**config.mk**
```make
export PLATFORM = sky130hd
export DESIGN_NAME = rlp_sleep
export DESIGN_NICKNAME = d
export VERILOG_FILES = /design/src/rlp_pkg.sv /design/src/rlp_sleep.sv
export SDC_FILE = /design/constraint.sdc
export NUM_CORES = 1
export LEC_CHECK = 0
export BUFFER_PORTS_ARGS = -buffer_cell sky130_fd_sc_hd__buf_4
export CORE_UTILIZATION = 40
export DETAILED_ROUTE_END_ITERATION = 6
export GPL_ROUTABILITY_DRIVEN = 1
export SKIP_CTS_REPAIR_TIMING = 1
export SLEW_MARGIN = 20
export SYNTH_ARGS = -nofsm -noshare
export SYNTH_HDL_FRONTEND = slang
export SYNTH_SLANG_ARGS = --single-unit
```
**constraint.sdc**
```tcl
create_clock -name clk -period 2.4 [get_ports clk]
set_input_delay 0.12 -clock clk [delete_from_list [all_inputs] [get_ports clk]]
set_output_delay 0.12 -clock clk [all_outputs]
set_load 0.02 [all_outputs]
```
**src/rlp_pkg.sv**
```systemverilog
// Constants and types for the repeater low-power substate block
package rlp_pkg;

  // ----------------------------------------------------------------
  // Timing
  // ----------------------------------------------------------------
  localparam int CLK_PERIOD_NS = 40;
  localparam int CLK_PERIOD_PS = 40000;
  localparam int FS_UI_PS      = 83333;
  localparam int LS_UI_PS      = 666667;
  localparam int K_WAKE_UI     = 8;
  localparam int EOP_SE0_UI    = 2;
  localparam int EOP_J_UI      = 1;
  localparam int WAKE_WAIT_US  = 1000;
  localparam int WAKE_ABORT_NS = 2000;
  localparam int LINK_ECHO_CYC = 2;
  localparam int CNT_W         = 20;

  // ----------------------------------------------------------------
  // Types
  // ----------------------------------------------------------------
  typedef enum logic [2:0] {
    RLP_ACTIVE,
    RLP_IDLE,
    RLP_RESUME,
    RLP_EOR,
    RLP_WAKE,
    RLP_WAKE_WAIT,
    RLP_WAKE_ABORT,
    RLP_DISC
  } rlp_state_t;

  typedef struct packed {
    logic plus;
    logic minus;
  } rlp_pair_t;

  typedef struct packed {
    rlp_pair_t val;
    rlp_pair_t oe_n;
  } rlp_drive_t;

  typedef struct packed {
    rlp_state_t             state;
    rlp_pair_t              link_s1;
    rlp_pair_t              link_s2;
    rlp_pair_t              legacy_downstream_port_s1;
    rlp_pair_t              legacy_downstream_port_s2;
    logic [CNT_W-1:0]       cnt;
    logic                   legacy_downstream_port_was_k;
    rlp_drive_t             link_drv;
    rlp_drive_t             legacy_downstream_port_drv;
    logic                   forwarding_mode;
    logic                   se_rx_en;
    logic                   hs_xcvr_en;
    logic                   to_active_idle;
    logic                   to_reset;
    logic                   to_default;
  } rlp_regs_t;

  // Cycles covering n unit intervals, rounded up
  function automatic int rlp_ui_cycles(input int ui_ps, input int n);
    rlp_ui_cycles = (ui_ps * n + CLK_PERIOD_PS - 1) / CLK_PERIOD_PS;
  endfunction : rlp_ui_cycles

endpackage : rlp_pkg

```
**src/rlp_sleep.sv**
```systemverilog
// Repeater low-power substate machine: idle, host resume, remote wake
`timescale 1ns/1ns

// What this block does
// - In low power the repeater runs non-forwarding; forwarding only in active.
// - In sleep idle keep single-ended receivers on, high-speed off.
// - Resume seen on the host-facing link moves idle to host resume.
// - Remote wake on the legacy port moves idle to remote wake.
// - Reset message goes to reset; disconnect announcement goes to default.
// - Drive legacy resume while link resume lasts; stop at end of resume.
// - After end of resume and legacy resume done, go to active idle.
// - Forward legacy remote wake onto the link without added delay.
// - Drive legacy resume during host resume; end link wake on resume.
// - Start of resume moves wake to host resume; no K returns low power.
// - With no host resume, release line plus and hold line minus low.
// - Legacy K to SE0 during wake drives disconnect one on the link.
// - Disconnect announcement in remote wake moves to default.
module rlp_sleep
  import rlp_pkg::*;
#(
  parameter int WAKE_WAIT_US_P  = WAKE_WAIT_US,
  parameter int WAKE_ABORT_NS_P = WAKE_ABORT_NS
) (
  input  wire logic       clk,
  input  wire logic       rst_n,
  input  wire logic       sleep_enter,
  input  wire logic       reset_msg,
  input  wire logic       disc_announce,
  input  wire logic       ls_mode,
  input  wire rlp_pair_t  link_in,
  input  wire rlp_pair_t  legacy_downstream_port_in,
  output rlp_drive_t      link_drv,
  output rlp_drive_t      legacy_downstream_port_drv,
  output logic            forwarding_mode,
  output logic            se_rx_en,
  output logic            hs_xcvr_en,
  output logic            to_active_idle,
  output logic            to_reset,
  output logic            to_default,
  output rlp_state_t      sleep_state
);

  // ----------------------------------------------------------------
  // Cycle counts
  // ----------------------------------------------------------------
  localparam int FS_K_CYC   = rlp_ui_cycles(FS_UI_PS, K_WAKE_UI);
  localparam int LS_K_CYC   = rlp_ui_cycles(LS_UI_PS, K_WAKE_UI);
  localparam int FS_SE0_CYC = rlp_ui_cycles(FS_UI_PS, EOP_SE0_UI);
  localparam int LS_SE0_CYC = rlp_ui_cycles(LS_UI_PS, EOP_SE0_UI);
  localparam int FS_J_CYC   = rlp_ui_cycles(FS_UI_PS, EOP_J_UI);
  localparam int LS_J_CYC   = rlp_ui_cycles(LS_UI_PS, EOP_J_UI);
  localparam int WAIT_CYC   = WAKE_WAIT_US_P * 1000 / CLK_PERIOD_NS;
  localparam int ABORT_CYC  =
    (WAKE_ABORT_NS_P + CLK_PERIOD_NS - 1) / CLK_PERIOD_NS;

  localparam rlp_drive_t RELEASED = '{val: '0, oe_n: 2'h3};

  // ----------------------------------------------------------------
  // Slow K level of a pair: minus high (FS), plus high (LS)
  // ----------------------------------------------------------------
  function automatic rlp_pair_t k_level(input logic ls);
    k_level = ls ? 2'h2 : 2'h1;
  endfunction : k_level

  // ----------------------------------------------------------------
  // State
  // ----------------------------------------------------------------
  rlp_regs_t        r;
  rlp_regs_t        next_r;
  logic [CNT_W-1:0] k_lim;
  logic [CNT_W-1:0] se0_lim;
  logic [CNT_W-1:0] eop_lim;
  logic             link_k;
  logic             legacy_downstream_port_k;
  logic             legacy_downstream_port_se0;
  logic             legacy_downstream_port_j;

  always_comb begin
    k_lim   = ls_mode ? CNT_W'(LS_K_CYC) : CNT_W'(FS_K_CYC);
    se0_lim = ls_mode ? CNT_W'(LS_SE0_CYC) : CNT_W'(FS_SE0_CYC);
    eop_lim = se0_lim +
              (ls_mode ? CNT_W'(LS_J_CYC) : CNT_W'(FS_J_CYC));
  end

  // ----------------------------------------------------------------
  // Line decode from synchronised pins
  // ----------------------------------------------------------------
  always_comb begin
    // Slow K on the link is line minus high (FS) or line plus (LS)
    link_k   = ls_mode ? r.link_s2.plus : r.link_s2.minus;
    legacy_downstream_port_k   = ls_mode ? (r.legacy_downstream_port_s2.plus & ~r.legacy_downstream_port_s2.minus)
                       : (r.legacy_downstream_port_s2.minus & ~r.legacy_downstream_port_s2.plus);
    legacy_downstream_port_se0 = ~r.legacy_downstream_port_s2.plus & ~r.legacy_downstream_port_s2.minus;
    legacy_downstream_port_j   = ~legacy_downstream_port_k & ~legacy_downstream_port_se0;
  end

  // ----------------------------------------------------------------
  // Next-state logic
  // ----------------------------------------------------------------
  always_comb begin
    next_r                = r;
    next_r.link_s1        = link_in;
    next_r.link_s2        = r.link_s1;
    next_r.legacy_downstream_port_s1        = legacy_downstream_port_in;
    next_r.legacy_downstream_port_s2        = r.legacy_downstream_port_s1;
    next_r.to_active_idle = 1'b0;
    next_r.to_reset       = 1'b0;
    next_r.to_default     = 1'b0;
    next_r.se_rx_en       = 1'b1;
    next_r.link_drv       = RELEASED;
    next_r.legacy_downstream_port_drv       = RELEASED;
    next_r.cnt            = r.cnt + CNT_W'(1);

    case (r.state)
      RLP_ACTIVE: begin
        // Long K while awake is wake or resume, not a packet
        if (sleep_enter) begin
          next_r.state = RLP_IDLE;
          next_r.cnt   = '0;
        end else if (link_k || legacy_downstream_port_k) begin
          if (r.cnt >= k_lim) begin
            next_r.state = link_k ? RLP_RESUME : RLP_WAKE;
            next_r.legacy_downstream_port_was_k = 1'b0;
            next_r.cnt   = '0;
          end
        end else begin
          next_r.cnt = '0;
        end
      end

      RLP_IDLE: begin
        next_r.cnt = '0;
        if (reset_msg) begin
          next_r.to_reset = 1'b1;
          next_r.state    = RLP_ACTIVE;
        end else if (disc_announce) begin
          next_r.to_default = 1'b1;
          next_r.state      = RLP_ACTIVE;
        end else if (link_k) begin
          next_r.state = RLP_RESUME;
        end else if (legacy_downstream_port_k) begin
          next_r.state      = RLP_WAKE;
          next_r.legacy_downstream_port_was_k = 1'b0;
        end
      end

      RLP_RESUME: begin
        next_r.cnt = '0;
        if (link_k) begin
          // Legacy K: minus high for FS, plus high for LS
          next_r.legacy_downstream_port_drv.val  = k_level(ls_mode);
          next_r.legacy_downstream_port_drv.oe_n = 2'h0;
        end else begin
          // Link K gone: end of resume seen
          next_r.state         = RLP_EOR;
          next_r.legacy_downstream_port_drv.val  = 2'h0;
          next_r.legacy_downstream_port_drv.oe_n = 2'h0;
        end
      end

      RLP_EOR: begin
        // Legacy end of resume: SE0, then J, then hand back
        next_r.legacy_downstream_port_drv.oe_n = 2'h0;
        if (r.cnt < se0_lim) begin
          next_r.legacy_downstream_port_drv.val = 2'h0;
        end else begin
          next_r.legacy_downstream_port_drv.val = ~k_level(ls_mode);
        end
        if (r.cnt >= eop_lim) begin
          next_r.legacy_downstream_port_drv      = RELEASED;
          next_r.to_active_idle = 1'b1;
          next_r.state         = RLP_ACTIVE;
          next_r.cnt           = '0;
        end
      end

      RLP_WAKE: begin
        next_r.cnt = '0;
        if (legacy_downstream_port_k) begin
          next_r.legacy_downstream_port_was_k = 1'b1;
          // Mirror legacy K straight onto the link
          next_r.link_drv.val  = k_level(ls_mode);
          next_r.link_drv.oe_n = ~k_level(ls_mode);
        end
        if (disc_announce) begin
          next_r.to_default = 1'b1;
          next_r.state      = RLP_ACTIVE;
          next_r.link_drv   = RELEASED;
        end else if (legacy_downstream_port_se0 && r.legacy_downstream_port_was_k) begin
          next_r.state = RLP_DISC;
        end else if (legacy_downstream_port_j && r.legacy_downstream_port_was_k) begin
          // Device wake done: release link, watch for host resume
          next_r.state    = RLP_WAKE_WAIT;
          next_r.link_drv = RELEASED;
        end
      end

      RLP_WAKE_WAIT: begin
        // Our own wake K stays in the synchroniser for two cycles
        // after release; it must not pass for host resume
        if (disc_announce) begin
          next_r.to_default = 1'b1;
          next_r.state      = RLP_ACTIVE;
        end else if (link_k && r.cnt >= CNT_W'(LINK_ECHO_CYC)) begin
          next_r.state = RLP_RESUME;
          next_r.cnt   = '0;
        end else if (legacy_downstream_port_se0) begin
          next_r.state = RLP_DISC;
        end else if (r.cnt >= CNT_W'(WAIT_CYC)) begin
          next_r.state          = RLP_WAKE_ABORT;
          next_r.cnt            = '0;
          next_r.link_drv.val   = 2'h0;
          next_r.link_drv.oe_n  = 2'h2;
        end
      end

      RLP_WAKE_ABORT: begin
        // Line minus held low to close the wake
        next_r.link_drv.val  = 2'h0;
        next_r.link_drv.oe_n = 2'h2;
        if (r.cnt >= CNT_W'(ABORT_CYC - 1)) begin
          next_r.link_drv = RELEASED;
          next_r.state    = RLP_IDLE;
          next_r.cnt      = '0;
        end
      end

      RLP_DISC: begin
        // Logic one on the non-K line until the host announces
        next_r.cnt           = '0;
        next_r.link_drv.val  = ~k_level(ls_mode);
        next_r.link_drv.oe_n = k_level(ls_mode);
        if (disc_announce) begin
          next_r.link_drv   = RELEASED;
          next_r.to_default = 1'b1;
          next_r.state      = RLP_ACTIVE;
        end
      end

      default: begin
        next_r.state = RLP_ACTIVE;
        next_r.cnt   = '0;
      end
    endcase

    // Mode follows the state being entered, so the first sleep
    // cycle is already non-forwarding with high speed off
    next_r.forwarding_mode = next_r.state == RLP_ACTIVE;
    next_r.hs_xcvr_en      = next_r.state == RLP_ACTIVE;
  end

  // ----------------------------------------------------------------
  // Registers
  // ----------------------------------------------------------------
  always_ff @(posedge clk or negedge rst_n) begin
    if (!rst_n) begin
      r.state           <= RLP_ACTIVE;
      r.link_s1         <= '0;
      r.link_s2         <= '0;
      r.legacy_downstream_port_s1         <= '0;
      r.legacy_downstream_port_s2         <= '0;
      r.cnt             <= '0;
      r.legacy_downstream_port_was_k      <= 1'b0;
      r.link_drv        <= RELEASED;
      r.legacy_downstream_port_drv        <= RELEASED;
      r.forwarding_mode <= 1'b1;
      r.se_rx_en        <= 1'b1;
      r.hs_xcvr_en      <= 1'b1;
      r.to_active_idle  <= 1'b0;
      r.to_reset        <= 1'b0;
      r.to_default      <= 1'b0;
    end else begin
      r <= next_r;
    end
  end

  // ----------------------------------------------------------------
  // Outputs
  // ----------------------------------------------------------------
  always_comb begin
    link_drv        = r.link_drv;
    legacy_downstream_port_drv        = r.legacy_downstream_port_drv;
    forwarding_mode = r.forwarding_mode;
    se_rx_en        = r.se_rx_en;
    hs_xcvr_en      = r.hs_xcvr_en;
    to_active_idle  = r.to_active_idle;
    to_reset        = r.to_reset;
    to_default      = r.to_default;
    sleep_state     = r.state;
  end

endmodule : rlp_sleep

```
==> results of run 1 <==
cell families (layout without fill, tap and decap cells):
logic type	after synthesis	in the layout
and+or+nand+nor	103	103
adders and majority gates	15	15
other	1	1
buffers and inverters	38	72
xor gates and xnor gates	19	19
AOI/OAI and AO/OA	72	72
DFF	43	43
registers in the layout (all words and copies together) (netlist names):
name and flops:
r 25, hs_xcvr_en 1, to_default 1, to_active_idle 1, link_drv 4, to_reset 1
next_r 4, sleep_state 3, legacy_downstream_port_drv 3
through the flow:
step           setup TNS [ns]  power [mW]
3_3_place_gp                0        2.06
3_5_place_dp                0        2.07
2_1_floorplan               0        1.74
4_1_cts               -0.0457        2.52
5_1_grt                     0        2.68
6_report                    0        2.53
area by class of cell:
class	count	area [sq um]	area share (%)
inverters	10	37.5	1.14
clock buffers	8	80.1	2.43
well taps	96	120	3.64
multi-input cells	210	1540	46.6
flip-flops and latches	43	1080	32.8
repair buffers	54	443	13.4
routing by layer:
layer  routed length, microns  part of all wire [%]
met4                       71                   1.2
met1                     2970                    48
met2                     2770                    45
met3                      325                   5.3
met5                        0                     0
worst min-delay path by stage:
stage	endpoint	cells after the start	slack [ns]	from
2_1_floorplan	legacy_downstream_port_drv[2]$_DFF_PN0_	0	-0.18	rst_n
3_3_place_gp	link_drv[3]$_DFF_PN0_	1	0.14	rst_n
3_5_place_dp	link_drv[3]$_DFF_PN0_	1	0.15	rst_n
4_1_cts	r[16]$_DFF_PN0_	1	-0.18	rst_n
5_1_grt	to_reset$_DFF_PN0_	3	0.11	reset_msg
6_report	to_reset$_DFF_PN0_	3	0.1	reset_msg
layout by cell type (no fill, tap or decap), types with 3 or more instances in the layout:
master         instances
buf_4                 47
dfrtp_1               37
nor2_1                22
nand2_1               20
a21oi_2               19
ha_1                  14
xor2_1                12
o21ai_0               10
nand3_1                9
inv_1                  9
nor3_1                 7
xnor2_1                7
a21oi_1                6
a31oi_1                6
nand2b_1               5
clkbuf_8               5
dlygate4sd3_1          5
o211ai_1               4
nor3_2                 4
and3_1                 4
dfstp_2                4
or2_2                  3
o22ai_1                3
nor2b_1                3
o31ai_1                3
nand4_1                3
clkbuf_1               3
where the power goes:
group | internal (mW) | switching [mW]
combinational | 0.488 | 0.693
sequential | 0.818 | 0.0839
clock | 0.207 | 0.235
critical path, stage by stage (launching register included):
cell	delay, ns
dfrtp_2	0.41
inv_1	0.07
ha_1	0.17
or4b_1	0.50
a311oi_2	0.30
nand2_1	0.14
a2bb2oi_2	0.16
a31oi_1	0.15
nor4b_2	0.26
==> metrics.txt, run 1 <==
DRC viols 0; number of synthesized register bits 43; number of global-route vias before repair 2,080; Yosys top cell by area dfrtp_1; synth warn 0; initial antenna violation count 0; most frequent cell after synthesis dfrtp_1; CTS H-Tree Depth 2; Cell Pwr Density 765 mW/mm^2; worst-case clock buffer depth 2; Syn Area/Cell 9.73 sq um; arrival time worst endpoint 2.48 ns; grt met1 use 25.6%; GR peak layer met2; Post-Synthesis Net Count 316; layout net count 349; Worst EP required roughly 2.6 ns; peak supply drop 0.358 mV; fin cells 421; r2r startpoint r[16]$_DFF_PN0_; diode count 0; Final min period 2.28 ns; status finished clean; largest family of logic cells by synthesized area simple AND/OR/NAND/NOR gates; MaxCap Viol Count 0; Adder-Cell Fraction of Synth Area under 10%; Worst-Skew Late Latency 0.30 ns; Async S/R FF share, synth 100%; Routed WL 6.14 mm; via count 2,227; Synth Area in Compound Gates 19.8%; # IOs 27; met3 GRT Util a little under 3%; final worst slack ~0.12 ns; Synth Area in XOR/XNOR 5.88%; CTS tree built; Total GRT Usage 17.8%; fillers a little under 700; Post-Synth Simple-Gate Area 20.8%; static leakage 1.45 nW; skew final approximately 0.011 ns; core area slightly below 0.007 sq mm; CTS sink count 43; Via density approximately 5.3; crit share post-route 94.9%; Worst Setup EP hs_xcvr_en$_DFF_PN1_; Final Slew Violations 0; Placed Instances 407; Post-Synthesis Cells 291; HP Class in2reg; Worst Tran Pin Value 0.537 ns; fin util about half; Synth top cells by count dfrtp_1, nor2_1, nand2_1; Place WS 0.00633 ns; Initial Utilization 41.4%; Post-synth EDFFs 0; fin area 0.00330 sq mm; DRT Pass-1 Iters 4; clk slew on worst S/H paths 0.08 ns; first-pass GRT wire length between 10 and 15 mm; CP Max Fanout 6; Seq/Total Area, Yosys 38.2%; R2R depth 8; Crit. Startpoint r[16]$_DFF_PN0_; number of library cell types mapped by synthesis 60; IO buf count 25; largest net degree at the start of global routing 44; row count 30; RSZ-0062 raised after global routing false; endpoint type of the worst setup path flip-flop; Most used DFF post-synth dfrtp_1; Placed Area 0.00315 sq mm; Root Driver clkbuf_8; top cell type's share of synthesized area 34.5%; r2r setup slk between 0.1 and 0.15 ns; Hold Vio Cnt, Final 0; FF-to-FF End hs_xcvr_en$_DFF_PN1_; mux share of post-synthesis cell area 0%; Slew headroom between 60% and 70%; Synth area leaders dfrtp_1, ha_1, a21oi_2; WS Path Type reg2reg; Die X between 80 and 90 microns; post-route ant nets 0; Critical Path Start Type flip-flop; share of post-route cells with drive strength above 1 31.4%; Layout area overhead 16.7%; GP Congestion 0.886; Iteration-0 DRC Markers roughly 150; CTS Buf Count 5; final setup vio count 0; drt wl/cell approximately 15 microns; die area 0.00742 sq mm; GRT overflow 0; met2 usage roughly 28%; Mapped Area approximately 0.0028 sq mm; dpl hpwl 4.51 mm; Peak Freq around 440 MHz; Fin Hold WS a little under 0.1 ns; Die Y 86.1 microns
Power figures use the tool's default switching activity.
==> run 2: changes to the inputs <==
CTS_BUF_LIST = sky130_fd_sc_hd__clkbuf_16   (was not set)
==> run 2 against run 1 <==
Net effect:
- final cell count is the same
- sequential power about the same
- fmax fell by 0.54%
- clock skew down 0.0067 ns
- count of clock-buffer cells in the layout decreased by 3
- combinational power barely moved
- largest power group unchanged
- highest routed layer unchanged
==> metrics.txt, run 2 (synthesis results as in run 1) <==
Critical Path Start Type flip-flop; GR peak layer met2; RSZ-0062 raised after global routing false; initial antenna violation count 0; Slew headroom 63.4%; CTS tree built; MaxCap Viol Count 0; Die Y 86.1 microns; row count 30; CTS sink count 43; Total GRT Usage 18.3%; DRC viols 0; GP Congestion 0.886; Worst-Skew Late Latency ~0.28 ns; CP bufs+invs 1; met3 GRT Util roughly 3.6%; WS Path Type reg2reg; grt met1 use 25.7%; core area 0.00683 sq mm; Final Slew Violations 0; # IOs 27; HP Class in2reg; diode count 0; Die X 86.1 microns; CTS H-Tree Depth 2; most common cell after layout, fill and taps aside buf_4; Iteration-0 DRC Markers about 170; post-route ant nets 0; clk slew on worst S/H paths 0.06 ns; slowest stage delay, CP 0.50 ns; Cell Pwr Density 810 mW/mm^2; drt wl/cell 14.6 microns; Worst EP required 2.59 ns; Peak Freq 437 MHz; slowest CP cell or4b_1; die area 0.00742 sq mm; IO buf count 25; Layout area overhead 18.7%; final setup vio count 0; max reg flops 25; status finished clean; setup TNS 0 ns; Top reg by flops r; Worst Tran Pin Value 0.549 ns; Fin Hold WS 0.114 ns; fillers between 600 and 700; Hold Vio Cnt, Final 0; Top delay family on crit path simple AND/OR/NAND/NOR gates; skew final 0.00417 ns; layout net count approximately 350; Root Driver clkbuf_16; worst-case clock buffer depth 2; Routed WL 6.16 mm; Initial Utilization about two fifths; Final min period 2.29 ns; endpoint type of the worst setup path flip-flop; share of post-route cells with drive strength above 1 a little under a third; number of global-route vias before repair 2,093; largest net degree at the start of global routing 44; critical path cell sequence inv_1, ha_1, or4b_1, a311oi_2, nand2_1, a2bb2oi_2, a31oi_2, nor4b_2; arrival time worst endpoint between 2 and 2.5 ns; DRT Pass-1 Iters 4; via count 2,215; crit share post-route 95.4%; dpl hpwl between 4 and 5 mm; most frequent cells in the layout buf_4, dfrtp_1, nor2_1, nand2_1, a21oi_2; Power, Total 2.72 mW; static leakage around 1.5 nW; GRT overflow 0; met2 usage 27.8%; CTS Buf Count 5; Via density approximately 5.3; peak supply drop 0.424 mV; first-pass GRT wire length between 10 and 15 mm; CP Max Fanout 6
==> run 2: cell count changes in the layout (fill, tap and decap cells not counted), sizes merged <==
| cell | delta |
|---|---|
| inv | +3 |
| clkbuf | -3 |
==> run 2: area by class of cell <==
class                   instances  area (sq um)  area share, %
clock buffers                   5           125           3.73
clock inverters                 3          11.3          0.335
inverters                      10          37.5           1.12
repair buffers                 54           443           13.2
well taps                      96           120           3.58
multi-input cells             210          1540           45.8
flip-flops and latches         43          1080           32.3
==> run 2: worst min-delay path, delay by kind of cell <==
family / cells / cell delay [ns]
simple gates: 1 / 0.05
buf+inv: 2 / 0.19
==> run 2: through the flow <==
stage,worst slack [ns],area (sq um),util (%),instances
finish,0.110,3360,49.2,421
global route,0.00104,3360,49.2,421
CTS,-0.0428,3280,48.1,415
detailed placement,0.00633,3150,46.1,407
global placement,0.0304,3150,46.1,407
floorplan,0.176,2830,-,291
==> run 2: worst paths after layout <==
kind / startpoint / endpoint / slack (ns) / cells past startpoint
max reg2reg: r[16]$_DFF_PN0_ / hs_xcvr_en$_DFF_PN1_ / 0.11 / 8
min: reset_msg / to_reset$_DFF_PN0_ / 0.11 / 3
max in group asynchronous: rst_n / r[16]$_DFF_PN0_ / 1.63 / 2
max: r[16]$_DFF_PN0_ / hs_xcvr_en$_DFF_PN1_ / 0.11 / 8
min reg2reg: next_r[36]$_DFF_PN0_ / r[36]$_DFF_PN0_ / 0.35 / 0
min in group asynchronous: rst_n / to_reset$_DFF_PN0_ / 0.37 / 2
==> run 2: where the power goes <==
part	switching (mW)	leakage (nW)	total, mW	internal [mW]
Clock	0.259	0.0776	0.633	0.374
Sequential	0.0842	0.555	0.904	0.820
Combinational	0.692	0.850	1.18	0.490
==> run 2: routing by layer <==
layer / part of all wire, % / up-vias
met4: 1.4 / 0
met3: 6.1 / 5
li1: - / 1097
met5: 0 / -
met1: 48 / 1047
met2: 45 / 66
==> run 3: changes to the inputs <==
BUFFER_PORTS_ARGS = not set   (was -buffer_cell sky130_fd_sc_hd__buf_4)
CORE_ASPECT_RATIO = 0.75   (was not set)
DONT_BUFFER_PORTS = 1   (was not set)
==> run 3 against run 2 <==
Net effect:
- power is 2.6% higher
- first-iteration DRC count is 20% lower
- wire length is 5.8% higher
- highest routed layer unchanged
- final cell count down 8.3%
- largest cell class unchanged
- final area fell by 3.0%
- combinational power about the same
- clock power up 4.6%
- largest power group unchanged
==> metrics.txt, run 3 (synthesis results as in run 1) <==
CTS tree built; DRC viols 0; clk slew on worst S/H paths 0.06 ns; HP Class in2reg; max reg flops 25; DRT Pass-1 Iters 4; Total GRT Usage about a fifth; Placed Instances approximately 370; Worst Tran Pin Value about 0.55 ns; IO buf count 0; Worst EP required 2.57 ns; WS Path Type reg2reg; setup TNS 0 ns; initial antenna violation count 0; skew final 0.00595 ns; Fin Hold WS between 0.02 and 0.025 ns; final worst slack approximately 0.063 ns; fin util 47.7%; end of the worst hold path to_default$_DFF_PN0_; Hold Crit Start disc_announce; CTS sink count 43; CTS H-Tree Depth 2; largest net degree at the start of global routing 44; diode count 0; fin area 0.00326 sq mm; worst-case clock buffer depth 2; share of post-route cells with drive strength above 1 a little over a quarter; peak supply drop 0.601 mV; number of global-route vias before repair 2,039; status finished clean; Worst-Skew Late Latency 0.28 ns; GRT overflow 0; die area 0.00742 sq mm; r2r startpoint r[19]$_DFF_PN0_; FF-to-FF End r[34]$_DFF_PN0_; drt wl/cell 16.9 microns; Layout area overhead 15.1%; GP Congestion 0.972; Cell Pwr Density 856 mW/mm^2; Initial Utilization approximately two fifths; CTS Buf Count 5; Root Driver clkbuf_16; WHS Path Cells 2; core area 0.00683 sq mm; most frequent cells in the layout dfrtp_1, nor2_1, nand2_1, buf_4, a21oi_2; R2R depth 8; Final min period 2.34 ns; dpl hpwl 4.67 mm; Final Slew Violations 0; row count 26; Slew headroom 63.4%; fin cells 386; r2r setup slk 0.06 ns; Die X between 90 and 100 microns; static leakage about 1.4 nW; Hold Vio Cnt, Final 0; Place WS ~0.0063 ns; Top reg by flops r; # IOs 27; endpoint type of the worst setup path flip-flop; arrival time worst endpoint 2.50 ns; Peak Freq approximately 430 MHz; MaxCap Viol Count 0; Iteration-0 DRC Markers 140; first-pass GRT wire length 11.0 mm; Placed Area 0.00293 sq mm; final setup vio count 0; Critical Path Start Type flip-flop; Routed WL 6.52 mm; layout net count ~330; via count 2,145; most common cell after layout, fill and taps aside dfrtp_1; post-route ant nets 0; CP Max Fanout 5; Die Y 74.8 microns; crit share post-route around 100%; Via density 5.56; Power, Total around 2.8 mW
==> run 3: how the worst max path moves through the flow <==
stage                     from              end
2_1_floorplan          ls_mode  r[28]$_DFF_PN0_
3_3_place_gp   r[17]$_DFF_PN0_  r[16]$_DFF_PN0_
3_5_place_dp   r[17]$_DFF_PN0_  r[30]$_DFF_PN0_
4_1_cts        r[17]$_DFF_PN0_  r[19]$_DFF_PN0_
5_1_grt        r[16]$_DFF_PN0_  r[15]$_DFF_PN0_
6_report       r[19]$_DFF_PN0_  r[34]$_DFF_PN0_
==> run 3: critical path, stage by stage (launching register included) <==
cell	delay [ns]
dfrtp_1	0.41
ha_1	0.30
or4b_4	0.50
o21ai_4	0.20
nor4_2	0.08
buf_4	0.14
a211oi_4	0.30
clkbuf_16	0.23
a21oi_2	0.05
==> run 3: layout make-up <==
type / instances / area, sq um
fill: 639 / 3570
multi-input combinational: 210 / 1580
sequential: 43 / 1080
timing repair buffer: 31 / 314
clock buffer: 5 / 125
tap: 84 / 105
inverter: 10 / 37.5
clock inverter: 3 / 16.3
==> run 3: metal layers <==
metal	track usage, %	vias to the layer above	wire [microns]
met5	0	-	0
met4	3.10	0	27
met3	4.92	2	410
met2	26.7	69	2660
met1	29.8	1029	3420
li1	-	1045	-
==> run 3: power breakdown <==
group	total, mW	leakage [nW]	switching, mW	internal, mW
Sequential	0.968	0.556	0.148	0.820
Clock	0.662	0.0710	0.282	0.380
Combinational	1.16	0.760	0.655	0.504
